<file path="config.mk">
export PLATFORM = sky130hd
export DESIGN_NAME = nfcev_top
export DESIGN_NICKNAME = d
export VERILOG_FILES = /design/src/hdl/nfcev_pkg.sv /design/src/hdl/nfcev_event_flag.sv /design/src/hdl/nfcev_reset_sync.sv /design/src/hdl/nfcev_top.sv
export SDC_FILE = /design/constraint.sdc
export NUM_CORES = 1
export LEC_CHECK = 0
export BUFFER_PORTS_ARGS = -buffer_cell sky130_fd_sc_hd__buf_2
export CORE_MARGIN = 4
export CORE_UTILIZATION = 36
export DETAILED_ROUTE_END_ITERATION = 10
export PLACE_DENSITY = 0.67
export SYNTH_ARGS = -nofsm -noshare
export SYNTH_HDL_FRONTEND = slang
export SYNTH_SLANG_ARGS = --single-unit
export TNS_END_PERCENT = 5
</file>
<file path="constraint.sdc">
create_clock -name clk_in -period 1.45 [get_ports clk_in]
set_input_delay 0.3625 -clock clk_in [delete_from_list [all_inputs] [get_ports clk_in]]
set_output_delay 0.3625 -clock clk_in [all_outputs]
set_load 0.01 [all_outputs]
</file>
<file path="src/hdl/nfcev_pkg.sv">
// Notes on behaviour
// - the dma-ready event register reads 1 once the transfer engine reports ready, else 0.
// - the event_task_links register enables each event-to-task link by a 1, and resets to zero.
// - with field_on_to_task_a_link set, every field_detected_event fires task_a by itself.
// - with field_off_to_sense_link set, every field_lost_event fires the sense task by itself.
// - with tx_done_to_rx_enable_link set, every tx_frame_end_event fires rx_enable_task.
// - interrupt_enable_mask is read-write, one bit per event, 1 enables, reset value zero.
// - bit 0 of the mask gates the peripheral-ready event onto the interrupt.
// - the mask holds its own bit for field_detected_event.
// - the mask holds its own bit for field_lost_event.
// - the mask holds separate bits for tx_frame_start_event and tx_frame_end_event.
// - the mask holds separate bits for rx_frame_start_event and rx_frame_end_event.
// - the mask holds a bit for the general error event.
// - the mask holds a bit for rx_frame_error_event apart from the general error bit.
// - the mask holds a bit for rx_buffer_full_event.
package nfcev_pkg;

  // ****************************************************************
  // event registers
  // ****************************************************************
  localparam int NUM_EVT = 11;
  localparam logic [11:0] OFS_READY = 12'h100;
  localparam logic [11:0] OFS_FIELD_DET = 12'h104;
  localparam logic [11:0] OFS_FIELD_LOST = 12'h108;
  localparam logic [11:0] OFS_TX_START = 12'h10C;
  localparam logic [11:0] OFS_TX_END = 12'h110;
  localparam logic [11:0] OFS_RX_START = 12'h114;
  localparam logic [11:0] OFS_RX_END = 12'h118;
  localparam logic [11:0] OFS_ERROR = 12'h11C;
  localparam logic [11:0] OFS_RX_ERROR = 12'h128;
  localparam logic [11:0] OFS_RX_FULL = 12'h12C;
  localparam logic [11:0] OFS_DMA_READY = 12'h150;

  // index of each event inside the flag vector
  localparam int EV_READY = 0;
  localparam int EV_FIELD_DET = 1;
  localparam int EV_FIELD_LOST = 2;
  localparam int EV_TX_START = 3;
  localparam int EV_TX_END = 4;
  localparam int EV_RX_START = 5;
  localparam int EV_RX_END = 6;
  localparam int EV_ERROR = 7;
  localparam int EV_RX_ERROR = 8;
  localparam int EV_RX_FULL = 9;
  localparam int EV_DMA_READY = 10;

  localparam logic [11:0] EVT_OFS [NUM_EVT] = '{OFS_READY, OFS_FIELD_DET, OFS_FIELD_LOST,
    OFS_TX_START, OFS_TX_END, OFS_RX_START, OFS_RX_END, OFS_ERROR, OFS_RX_ERROR,
    OFS_RX_FULL, OFS_DMA_READY};
  // bit position of each event inside interrupt_enable_mask
  localparam int EVT_MASK_BIT [NUM_EVT] = '{0, 1, 2, 3, 4, 5, 6, 7, 10, 11, 20};

  // ****************************************************************
  // link and mask registers
  // ****************************************************************
  localparam logic [11:0] OFS_LINKS = 12'h200;
  localparam logic [11:0] OFS_MASK = 12'h300;
  localparam int LINK_FIELD_ON_BIT = 0;
  localparam int LINK_FIELD_OFF_BIT = 1;
  localparam int LINK_TX_DONE_BIT = 5;
  localparam logic [31:0] RST_EVENT = 32'h00000000;
  localparam logic [31:0] RST_LINKS = 32'h00000000;
  localparam logic [31:0] RST_MASK = 32'h00000000;

endpackage

</file>
<file path="src/hdl/nfcev_event_flag.sv">
`timescale 1ns/100ps
`default_nettype none
module nfcev_event_flag (
  // clock and reset
  input wire logic clk_in,
  input wire logic rst_b_in,
  // event source and software access
  input wire logic set_in,
  input wire logic wr_in,
  input wire logic wdata_in,
  // stored flag
  output logic flag_out
);
  typedef struct packed {
    logic flag;
  } nfcev_flag_state_t;

  nfcev_flag_state_t s_q;
  nfcev_flag_state_t s_d;

  // a hardware event beats a software write in the same cycle, so none is lost
  always_comb begin
    s_d = s_q;
    if (set_in) begin
      s_d.flag = 1'b1;
    end else if (wr_in) begin
      s_d.flag = wdata_in;
    end
  end

  always_ff @(posedge clk_in or negedge rst_b_in) begin
    if (!rst_b_in) begin
      s_q <= '0;
    end else begin
      s_q <= s_d;
    end
  end

  assign flag_out = s_q.flag;
endmodule
`default_nettype wire

</file>
<file path="src/hdl/nfcev_reset_sync.sv">
`timescale 1ns/100ps
`default_nettype none
module nfcev_reset_sync (
  // clock and raw reset
  input wire logic clk_in,
  input wire logic rst_b_in,
  // released reset
  output logic rst_b_out
);
  typedef struct packed {
    logic meta;
    logic done;
  } nfcev_rsync_state_t;

  nfcev_rsync_state_t s_q;
  nfcev_rsync_state_t s_d;

  always_comb begin
    s_d.meta = 1'b1;
    s_d.done = s_q.meta;
  end

  // assert at once, release only after two clean edges
  always_ff @(posedge clk_in or negedge rst_b_in) begin
    if (!rst_b_in) begin
      s_q <= '0;
    end else begin
      s_q <= s_d;
    end
  end

  assign rst_b_out = s_q.done;
endmodule
`default_nettype wire

</file>
<file path="src/hdl/nfcev_top.sv">
// Design decision made here: the plain strobed port.
`timescale 1ns/100ps
`default_nettype none
module nfcev_top
  import nfcev_pkg::*;
#(
  parameter int ADDR_W = 12
) (
  // clock and reset
  input wire logic clk_in,
  input wire logic rst_b_in,
  // register port
  input wire logic [ADDR_W-1:0] addr_in,
  input wire logic [31:0] wdata_in,
  input wire logic wr_in,
  input wire logic rd_in,
  output logic [31:0] rdata_out,
  // events from the tag logic, one-cycle pulses
  input wire logic ready_event_in,
  input wire logic field_detected_event_in,
  input wire logic field_lost_event_in,
  input wire logic tx_frame_start_event_in,
  input wire logic tx_frame_end_event_in,
  input wire logic rx_frame_start_event_in,
  input wire logic rx_frame_end_event_in,
  input wire logic error_event_in,
  input wire logic rx_frame_error_event_in,
  input wire logic rx_buffer_full_event_in,
  input wire logic dma_ready_event_in,
  // tasks to the tag logic, one-cycle pulses
  output logic task_a_out,
  output logic sense_task_out,
  output logic rx_enable_task_out,
  // interrupt
  output logic irq_out
);

  // ****************************************************************
  // elaboration checks
  // ****************************************************************
  generate
    if (ADDR_W < 10 || ADDR_W > 32) begin : g_bad_addr
      $error("nfcev_top: ADDR_W must lie between 10 and 32");
    end
  endgenerate

  // ****************************************************************
  // reset release
  // ****************************************************************
  logic rst_b;

  nfcev_reset_sync u_rsync (
    .clk_in(clk_in),
    .rst_b_in(rst_b_in),
    .rst_b_out(rst_b)
  );

  // ****************************************************************
  // address decode
  // ****************************************************************
  // upper address bits beyond the map must be zero, so aliases do not appear
  function automatic logic addr_hit(input logic [ADDR_W-1:0] a, input logic [11:0] ofs);
    logic [31:0] wide;
    wide = 32'(a);
    return (wide == {20'h00000, ofs});
  endfunction

  logic links_wr;
  logic mask_wr;
  logic [NUM_EVT-1:0] evt_wr;

  assign links_wr = wr_in && addr_hit(addr_in, OFS_LINKS);
  assign mask_wr = wr_in && addr_hit(addr_in, OFS_MASK);

  // ****************************************************************
  // event registers
  // ****************************************************************
  logic [NUM_EVT-1:0] evt_set;
  logic [NUM_EVT-1:0] evt_flag;

  assign evt_set[EV_READY] = ready_event_in;
  assign evt_set[EV_FIELD_DET] = field_detected_event_in;
  assign evt_set[EV_FIELD_LOST] = field_lost_event_in;
  assign evt_set[EV_TX_START] = tx_frame_start_event_in;
  assign evt_set[EV_TX_END] = tx_frame_end_event_in;
  assign evt_set[EV_RX_START] = rx_frame_start_event_in;
  assign evt_set[EV_RX_END] = rx_frame_end_event_in;
  assign evt_set[EV_ERROR] = error_event_in;
  assign evt_set[EV_RX_ERROR] = rx_frame_error_event_in;
  assign evt_set[EV_RX_FULL] = rx_buffer_full_event_in;
  assign evt_set[EV_DMA_READY] = dma_ready_event_in;

  generate
    for (genvar i = 0; i < NUM_EVT; i++) begin : g_evt
      assign evt_wr[i] = wr_in && addr_hit(addr_in, EVT_OFS[i]);

      // writing 0 withdraws the event, writing 1 raises it by software
      nfcev_event_flag u_flag (
        .clk_in(clk_in),
        .rst_b_in(rst_b),
        .set_in(evt_set[i]),
        .wr_in(evt_wr[i]),
        .wdata_in(wdata_in[0]),
        .flag_out(evt_flag[i])
      );
    end
  endgenerate

  // ****************************************************************
  // register state
  // ****************************************************************
  typedef struct packed {
    logic link_field_on;
    logic link_field_off;
    logic link_tx_done;
    logic [NUM_EVT-1:0] ena;
    logic [31:0] rdata;
    logic task_a;
    logic sense;
    logic rx_en;
    logic irq;
  } nfcev_top_state_t;

  nfcev_top_state_t s_q;
  nfcev_top_state_t s_d;

  // mask image as software sees it, undefined bits read as zero
  logic [31:0] mask_image;
  logic [31:0] links_image;
  logic [31:0] rd_word;

  always_comb begin
    mask_image = RST_MASK;
    for (int i = 0; i < NUM_EVT; i++) begin
      mask_image[EVT_MASK_BIT[i]] = s_q.ena[i];
    end
  end

  always_comb begin
    links_image = RST_LINKS;
    links_image[LINK_FIELD_ON_BIT] = s_q.link_field_on;
    links_image[LINK_FIELD_OFF_BIT] = s_q.link_field_off;
    links_image[LINK_TX_DONE_BIT] = s_q.link_tx_done;
  end

  // unmapped reads return zero rather than holding the last word
  always_comb begin
    rd_word = 32'h00000000;
    if (addr_hit(addr_in, OFS_LINKS)) begin
      rd_word = links_image;
    end else if (addr_hit(addr_in, OFS_MASK)) begin
      rd_word = mask_image;
    end else begin
      for (int i = 0; i < NUM_EVT; i++) begin
        if (addr_hit(addr_in, EVT_OFS[i])) begin
          rd_word = {31'h00000000, evt_flag[i]};
        end
      end
    end
  end

  always_comb begin
    s_d = s_q;
    if (links_wr) begin
      s_d.link_field_on = wdata_in[LINK_FIELD_ON_BIT];
      s_d.link_field_off = wdata_in[LINK_FIELD_OFF_BIT];
      s_d.link_tx_done = wdata_in[LINK_TX_DONE_BIT];
    end
    if (mask_wr) begin
      for (int i = 0; i < NUM_EVT; i++) begin
        s_d.ena[i] = wdata_in[EVT_MASK_BIT[i]];
      end
    end
    // read data stand for exactly one cycle after the strobe
    s_d.rdata = rd_in ? rd_word : 32'h00000000;
    // links act on the raw event pulse, one cycle of latency into the task
    s_d.task_a = s_q.link_field_on && field_detected_event_in;
    s_d.sense = s_q.link_field_off && field_lost_event_in;
    s_d.rx_en = s_q.link_tx_done && tx_frame_end_event_in;
    // registered so the line cannot glitch while flags and mask settle
    s_d.irq = |(evt_flag & s_q.ena);
  end

  always_ff @(posedge clk_in or negedge rst_b) begin
    if (!rst_b) begin
      s_q <= '0;
    end else begin
      s_q <= s_d;
    end
  end

  // ****************************************************************
  // outputs
  // ****************************************************************
  assign rdata_out = s_q.rdata;
  assign task_a_out = s_q.task_a;
  assign sense_task_out = s_q.sense;
  assign rx_enable_task_out = s_q.rx_en;
  assign irq_out = s_q.irq;

  // ****************************************************************
  // assertions
  // ****************************************************************
  // the flag is sticky: only a software write may take it down
  property p_dma_ready_set;
    @(posedge clk_in) disable iff (!rst_b)
    (evt_flag[EV_DMA_READY] && !evt_wr[EV_DMA_READY]) |=> evt_flag[EV_DMA_READY];
  endproperty
  a_dma_ready_set: assert property (p_dma_ready_set) else $error("dma ready flag lost");

  property p_dma_ready_flag;
    @(posedge clk_in) disable iff (!rst_b)
    dma_ready_event_in |=> evt_flag[EV_DMA_READY];
  endproperty
  a_dma_ready_flag: assert property (p_dma_ready_flag) else $error("dma ready not held");

  property p_flag_read;
    @(posedge clk_in) disable iff (!rst_b)
    (rd_in && addr_hit(addr_in, OFS_DMA_READY)) |=>
      (rdata_out == {31'h00000000, $past(evt_flag[EV_DMA_READY])});
  endproperty
  a_flag_read: assert property (p_flag_read) else $error("event read wrong");

  property p_links_write;
    @(posedge clk_in) disable iff (!rst_b)
    links_wr |=> (links_image == ($past(wdata_in) & 32'h00000023));
  endproperty
  a_links_write: assert property (p_links_write) else $error("links not stored");

  property p_task_a;
    @(posedge clk_in) disable iff (!rst_b)
    (field_detected_event_in && s_q.link_field_on) |=> task_a_out ##1
      (task_a_out == $past(field_detected_event_in && s_q.link_field_on));
  endproperty
  a_task_a: assert property (p_task_a) else $error("task_a not fired");

  property p_task_a_quiet;
    @(posedge clk_in) disable iff (!rst_b)
    !(field_detected_event_in && s_q.link_field_on) |=> !task_a_out;
  endproperty
  a_task_a_quiet: assert property (p_task_a_quiet) else $error("stray task_a");

  property p_sense;
    @(posedge clk_in) disable iff (!rst_b)
    sense_task_out == $past(field_lost_event_in && s_q.link_field_off);
  endproperty
  a_sense: assert property (p_sense) else $error("sense task wrong");

  property p_rx_enable;
    @(posedge clk_in) disable iff (!rst_b)
    (tx_frame_end_event_in && links_image[LINK_TX_DONE_BIT]) |=> rx_enable_task_out;
  endproperty
  a_rx_enable: assert property (p_rx_enable) else $error("rx enable not fired");

  property p_rx_enable_quiet;
    @(posedge clk_in) disable iff (!rst_b)
    !(tx_frame_end_event_in && s_q.link_tx_done) |=> !rx_enable_task_out;
  endproperty
  a_rx_enable_quiet: assert property (p_rx_enable_quiet) else $error("stray rx enable");

  property p_links_hold;
    @(posedge clk_in) disable iff (!rst_b)
    !links_wr |=> $stable(links_image);
  endproperty
  a_links_hold: assert property (p_links_hold) else $error("links moved without write");

  property p_links_read;
    @(posedge clk_in) disable iff (!rst_b)
    (rd_in && addr_hit(addr_in, OFS_LINKS)) |=>
      ((rdata_out & ~32'h00000023) == 32'h00000000);
  endproperty
  a_links_read: assert property (p_links_read) else $error("undefined link bit read 1");

  property p_mask_read;
    @(posedge clk_in) disable iff (!rst_b)
    (mask_wr ##1 (rd_in && addr_hit(addr_in, OFS_MASK) && !mask_wr)) |=>
      (rdata_out == ($past(wdata_in, 2) & 32'h00100CFF));
  endproperty
  a_mask_read: assert property (p_mask_read) else $error("mask read back wrong");

  property p_mask_hold;
    @(posedge clk_in) disable iff (!rst_b)
    !mask_wr |=> $stable(s_q.ena);
  endproperty
  a_mask_hold: assert property (p_mask_hold) else $error("mask moved without write");

  property p_mask_unused;
    @(posedge clk_in) disable iff (!rst_b)
    (rd_in && addr_hit(addr_in, OFS_MASK)) |=>
      ((rdata_out & ~32'h00100CFF) == 32'h00000000);
  endproperty
  a_mask_unused: assert property (p_mask_unused) else $error("undefined mask bit read 1");

  generate
    for (genvar i = 0; i < NUM_EVT; i++) begin : g_evt_chk
      property p_evt_irq;
        @(posedge clk_in) disable iff (!rst_b)
        (evt_flag[i] && s_q.ena[i]) |=> irq_out;
      endproperty
      a_evt_irq: assert property (p_evt_irq) else $error("enabled event gave no irq");

      property p_evt_masked;
        @(posedge clk_in) disable iff (!rst_b)
        (evt_flag == (NUM_EVT'(1) << i) && !s_q.ena[i]) |=> !irq_out;
      endproperty
      a_evt_masked: assert property (p_evt_masked) else $error("masked event gave irq");

      property p_evt_set;
        @(posedge clk_in) disable iff (!rst_b)
        evt_set[i] |=> evt_flag[i];
      endproperty
      a_evt_set: assert property (p_evt_set) else $error("event pulse not stored");

      property p_flag_write;
        @(posedge clk_in) disable iff (!rst_b)
        (evt_wr[i] && !evt_set[i]) |=> (evt_flag[i] == $past(wdata_in[0]));
      endproperty
      a_flag_write: assert property (p_flag_write) else $error("event write not stored");
    end
  endgenerate

  property p_irq_level;
    @(posedge clk_in) disable iff (!rst_b)
    irq_out == $past(|(evt_flag & s_q.ena));
  endproperty
  a_irq_level: assert property (p_irq_level) else $error("irq does not follow flags");

  property p_clear;
    @(posedge clk_in) disable iff (!rst_b)
    (evt_wr[EV_FIELD_DET] && !wdata_in[0] && !field_detected_event_in) |=>
      !evt_flag[EV_FIELD_DET] ##1 (!irq_out || $past(|(evt_flag & s_q.ena)));
  endproperty
  a_clear: assert property (p_clear) else $error("event write of 0 did not clear");

  property p_rdata_idle;
    @(posedge clk_in) disable iff (!rst_b)
    !rd_in |=> (rdata_out == 32'h00000000);
  endproperty
  a_rdata_idle: assert property (p_rdata_idle) else $error("read data outside slot");

  // event registers carry their flag in bit 0 only, unmapped words read zero
  property p_rdata_event;
    @(posedge clk_in) disable iff (!rst_b)
    (rd_in && !addr_hit(addr_in, OFS_LINKS) && !addr_hit(addr_in, OFS_MASK)) |=>
      (rdata_out[31:1] == 31'h00000000);
  endproperty
  a_rdata_event: assert property (p_rdata_event) else $error("event read upper bits set");

endmodule
`default_nettype wire
</file>
== Yosys cells after proc, flatten, opt, wreduce, memory -nomap -nowiden ==
Cells that the tools add are included.
Storage, ports and cells
  flip-flop bits (word level): 63
  output and inout port bits: 36
Cells by class
  equal/unequal tests: 13
  muxes and demuxes: 36
  bitwise operators: 1
  reduce and logical (&&, ||, !) cells: 28
Operator list (number)
  2-to-1 mux 32 bit: 13
  == test 12 x 9 -> 1 bit, second input constant: 11
  == test 12 x 10 -> 1 bit, second input constant: 2
  2-to-1 mux 1 bit: 23
  nonzero test 2 bit: 11
  logical AND 1 bit: 16
  bitwise AND 11 bit: 1
  OR reduction 11 bit: 1

== Logic depth before layout (Yosys ltp) ==
Gate-level depths: netlist of the first run.
  word-level depth: 15
  gate-level depth with buffers: 6
  mapped depth without buffers: 5

== By module ==
From an unflattened synthesis of the first run, not the netlist that was laid out.
Unflattened totals
  cell total of the unflattened synthesis: 183
  area total of the unflattened synthesis: 2130.8 µm²
Modules (own cells, without submodules)
  nfcev_top: times used 1, cells each 147, area each 1636.6 µm²
  nfcev_event_flag: times used 11, cells each 3, area each 40.0 µm²
  nfcev_reset_sync: times used 1, cells each 3, area each 53.8 µm²

== Worst setup path after synthesis of the first run ==
OpenSTA, ideal clock, no wires.
  path type: in2reg
  from: in addr_in[2]
  to: reg s_q, in the netlist rdata_out[0]
  data arrival time: 1647 ps
  path slack: -323 ps
  stages on the path: 5
  buffers on the path: 1
  cell sequence: clkbuf_1 mux4_2 a22oi_1 a2111oi_2 o311a_1
RTL lines
  from (decl): line nfcev_top.sv:13  | input wire logic [ADDR_W-1:0] addr_in,
  to (signal assigned): line nfcev_top.sv:186  | s_q <= '0;
  to (signal assigned): line nfcev_top.sv:188  | s_q <= s_d;
  to (decl): line nfcev_top.sv:124  | nfcev_top_state_t s_q;

==> results of run 1 <==
[area by class of cell]
type,count,area [sq um]
inverters,10,37.5
fillers,562,3070
multi-input cells,140,1100
flip-flops and latches,42,1050
clock inverters,2,10.0
repair buffers,83,524
well taps,75,93.8
clock buffers,5,68.8
[synthesized netlist by cell type (3+ instances only)]
cell type	number	area, sq um
mux2_1	3	33.8
o211ai_1	3	22.5
and2_1	11	68.8
nand2_1	15	56.3
mux2i_1	6	60.1
nor2_1	12	45.0
nand2b_1	6	37.5
nor3_1	5	25.0
o21ai_0	5	25.0
nand3b_1	3	22.5
buf_4	21	158
mux2_4	10	150
inv_1	10	37.5
dfrtp_1	42	1050
[worst max path at each step]
stage	from	slack (ps)	end
3_3_place_gp	addr_in[0]	-400	links_image[1]
6_report	g_evt[0].u_flag.flag_out	-40	rdata_out[0]
3_5_place_dp	addr_in[0]	-440	links_image[5]
2_1_floorplan	addr_in[0]	-210	links_image[0]
5_1_grt	g_evt[3].u_flag.flag_out	-100	rdata_out[0]
4_1_cts	addr_in[6]	-50	links_image[5]
[power breakdown]
| part | internal, mW | switching [mW] |
|---|---|---|
| clock | 0.323 | 0.380 |
| combinational | 0.104 | 0.139 |
| sequential | 1.18 | 0.00229 |
| total | 1.60 | 0.521 |
[routing by layer]
layer / up-vias / track usage [%] / wire length [um]
met5: - / 0 / 0
met4: 0 / 3.68 / 72
met3: 7 / 3.80 / 337
met2: 54 / 22.9 / 2420
met1: 808 / 19.2 / 2340
li1: 813 / - / -
[cells by family after synthesis]
group / Yosys count / synth area share, %
other: 2 / 0.339
and+or+nand+nor: 70 / 20.3
AOI/OAI and AO/OA: 26 / 9.21
DFF: 42 / 47.5
muxes: 21 / 12.5
buffers and inverters: 36 / 10.1
[state kept, by name (all words and copies together) (netlist names)]
register and count:
task_a_out 1, u_rsync.rst_b_out 1, sense_task_out 1, u_rsync.s_d 1, links_image 3, rx_enable_task_out 1
rdata_out 11, mask_image 11, g_evt.u_flag.flag_out 11, irq_out 1
[repair_timing]
| action | in CTS | in global routing |
|---|---|---|
| pin swaps | 7 | 4 |
| cloned | 1 | 0 |
| hold endpoints to repair | 2 | 0 |
| hold buffers | 1 | 0 |
| gates resized for setup | 14 | 13 |
| setup buffers | 3 | 0 |
| setup endpoints to repair | 25 | 23 |
==> metrics, run 1 <==
startpoint types flip-flop; Critical Path Fanout Max 2; GRT Util Overall 14.3%; status finished, violations left; crit path DAT around 1700 ps; Reg clk slew, reported paths around 80 ps; Final Instance Count excl. Fillers 357; Worst setup EP type flip-flop; R2R Path Start g_evt[0].u_flag.flag_out; max-slew violation count 0; WL/cell ~14 um; power per cell area approximately 740 nW/um^2; worst reg-to-reg path cell count 4; Worst-Margin Slew just over 500 ps; RSZ-0062 raised after global routing yes; number of I/O pins 95; DR vias/cell ~4.7; family with the most delay on the worst path compound AO/OA/AOI/OAI gates; # clock sinks 42; fin crit share 103%; worst-path cell chain mux4_2 -> a22oi_2 -> a2111oi_2 -> o311a_1; Critical Path Stages 4; Critical path buffers and inverters 0; gp weighted congestion between 0.8 and 0.9; Worst Path Class, Setup flip-flop to flip-flop; Post-route DRC 0; Worst path slowest cell mux4_2; Worst-Skew Late Latency approximately 290 ps; total power between 2 and 2.5 mW; vias in the first global route 1701; drt initial violations 79; worst hold stages 2; Setup WS post-layout -40.9 ps; ant diodes 0; # port buffers 52; Hold Path Sink g_evt[9].u_flag.flag_out; failing checks setup timing; most frequent cells in the layout 48 x buf_2, 42 x dfrtp_1, 30 x buf_4; drt pass-1 iters 4; Initial Util 37.2%; max_cap viols 0; Core Rows 28; Post-Route Setup TNS -149 ps; worst path required time around 1600 ps; sequential area share after synthesis a little under half; largest net degree at the start of global routing 41; Yosys warnings 0; Clock Tree Root clkbuf_8; fin crit period 1490 ps; Area Overhead vs Synth 30.6%; placed cell count 345; most common cell after layout, fill and taps aside buf_2; grt total ovfl 0; synthesized area ~2200 sq um; P_leak 1.40 nW; via count between 1500 and 2000; Peak Freq 0.671 GHz; nets 341; Post-Syn Instances between 150 and 200; reg2reg end rdata_out[0]; hold path start rx_buffer_full_event_in; Synth cell types 51; Die Y 86.4 um; CTS tree built; Syn Area/Cell approximately 11 sq um; first-pass GRT wire length ~8300 um; core box area slightly below 6000 sq um; H-tree lvl count 2; Crit path largest cell delay around 470 ps; Final Cell Area ~2900 sq um; number of synthesized register bits 42; HP Class input port to flip-flop; DP Wirelength 4060 um; Post-Place Setup Slack -442 ps; setup violators final 4; Fin. Hold Viols 0; VDD IR max between 0.3 and 0.4 mV; CTS Buf Count 5; initial antenna violation count 0; Clock Skew 6.70 ps; number of flops mapped to enable cells by yosys 0; Post-Route WL slightly above 5000 um; ys async rst share 100%; Main synth FF type dfrtp_1; Die ar. 7470 sq um; Placed Area roughly 2700 sq um; Min Hold Slack about 250 ps; Final ANT Viol Nets 0; reg2reg setup slack -40 ps; final core occ between 40% and 50%; Die Wd between 80 and 90 um; Max clock buf depth 2; Max-slew headroom between 60% and 70%; fraction of layout instances using a drive strength above 1 45.4%
Power figures use the tool's default switching activity.
==> inputs of run 2 (changes only) <==
- SKIP_LAST_GASP: not set -> 1
==> run 2 against run 1 <==
The flow still finishes with violations (setup timing). Register-to-register slack about the same. Clock skew is essentially flat. Die area stayed put. Global-route usage stayed put. Routed wire length fell by 0.21%. Clock power barely moved. Critical path type is now input port to flip-flop.
==> metrics, run 2 (same netlist as run 1, synthesis figures left out) <==
CTS tree built; H-tree lvl count 2; fin crit share 103%; Reg clk slew, reported paths about 80 ps; fin crit period 1500 ps; Clk pwr share around a third; Final ANT Viol Nets 0; VDD IR max around 0.35 mV; via count ~1700; Core Rows 28; combinational share of power approximately 11%; Clock Skew just over 7 ps; hold path start rx_buffer_full_event_in; Post-route DRC 0; final core occ 48.1%; Worst-Skew Late Latency 290 ps; Seq. cell area 1050 sq um; Die Y a little under 90 um; total power roughly 2.1 mW; Area Overhead vs Synth 29.5%; DR vias/cell approximately 4.8; core box area just under 6000 sq um; Final Instance Count excl. Fillers around 360; Critical Path Fanout Max 4; Worst-Margin Slew between 500 and 600 ps; gp weighted congestion 0.846; initial antenna violation count 0; Max-slew headroom ~66%; Placed Area around 2700 sq um; max-slew violation count 0; Die ar. 7470 sq um; HP Class input port to flip-flop; number of I/O pins 95; ant diodes 0; Setup WS post-layout -47.9 ps; reg2reg end rdata_out[0]; sw frac 24.5%; Initial Util between 30% and 40%; P_leak between 1 and 1.5 nW; # port buffers 52; Flop pwr share a little under three fifths; Peak Freq ~0.67 GHz; WL/cell between 10 and 15 um; worst reg-to-reg path cell count 4; WL met3 ~390 um; status finished, violations left; Final Cell Area 2870 sq um; Clock Tree Root clkbuf_8; startpoint types input port; fraction of layout instances using a drive strength above 1 44.0%; R2R Path Start g_evt[0].u_flag.flag_out; RSZ-0062 raised after global routing yes; GRT Util Overall between 10% and 20%; WL met2 2420 um; setup violators final 5; placed cell count between 300 and 400; Top Layer Used met4; worst path required time ~1600 ps; Met1 Routed Length 2270 um; area of the multi-input gates ~1100 sq um; Die Wd 86.4 um; max_cap viols 0; most common cell after layout, fill and taps aside buf_2; Power Internal 1.60 mW; Psw between 0.5 and 0.6 mW; worst hold stages 2; fill count around 570; power per cell area between 700 and 800 nW/um^2; Post-Route WL 5160 um; reg2reg setup slack -40 ps; most frequent cells in the layout 48 x buf_2, 42 x dfrtp_1, 30 x buf_4; drt initial violations a little over 60; nets approximately 340; failing checks setup timing; grt total ovfl 0; Worst setup EP type flip-flop; vias in the first global route 1701; drt pass-1 iters 4; Max clock buf depth 2; DP Wirelength 4060 um; Fin. Hold Viols 0; Worst Path Class, Setup input port to flip-flop; first-pass GRT wire length between 8000 and 9000 um; Hold Path Sink g_evt[9].u_flag.flag_out; worst setup path start addr_in[6]; CTS Buf Count 5; # clock sinks 42; largest net degree at the start of global routing 41; crit path DAT 1670 ps
==> run 2: layout make-up <==
type / count / share of cell area, %
well taps: 75 / 3.27
repair buffers: 83 / 18.3
inverters: 10 / 1.31
clock buffers: 5 / 2.40
multi-input cells: 140 / 37.7
flip-flops and latches: 42 / 36.7
clock inverters: 2 / 0.349
==> run 2: how the worst max path moves through the flow <==
stage,depth (start not counted),slack (ps),end
6_report,6,-50,links_image[5]
5_1_grt,4,-100,rdata_out[0]
4_1_cts,6,-50,links_image[5]
3_5_place_dp,6,-440,links_image[5]
3_3_place_gp,6,-400,links_image[1]
2_1_floorplan,5,-210,links_image[0]
==> run 2: power by group through the flow <==
stage	combinational, mW	clock, mW	sequential (mW)
global placement	0.220	0	1.20
floorplan	0.126	0	1.22
finish	0.240	0.703	1.18
global route	0.264	0.782	1.18
CTS	0.238	0.729	1.18
detailed placement	0.220	0	1.20
==> run 2: metrics by stage <==
stage | hold slack [ps] | setup TNS, ps | setup WS, ps
3_3_place_gp | 149 | -10970 | -398
2_1_floorplan | 66.9 | -3360 | -213
4_1_cts | 243 | -230 | -49.4
6_report | 248 | -178 | -47.9
3_5_place_dp | 150 | -11730 | -442
5_1_grt | 252 | -817 | -101
==> run 2: repair_timing <==
action / in CTS / in global routing
cloned: 1 / 0
hold buffers: 1 / 0
endpoints found under the setup margin: 25 / 24
buffers inserted: 3 / 0
gates resized for setup: 12 / 8
pin swaps: 7 / 3
endpoints found under the hold margin: 2 / 0
==> run 2: critical path, stage by stage <==
cell and delay (ps):
buf_8 110, nor4_4 300, and4_4 320, nand2_2 80
nor2_4 180, mux2_4 320
==> run 2: routing by layer <==
metal / track usage (%) / vias up
li1: - / 813
met4: 3.68 / 0
met5: 0 / -
met3: 3.80 / 7
met2: 22.9 / 59
met1: 19.2 / 826
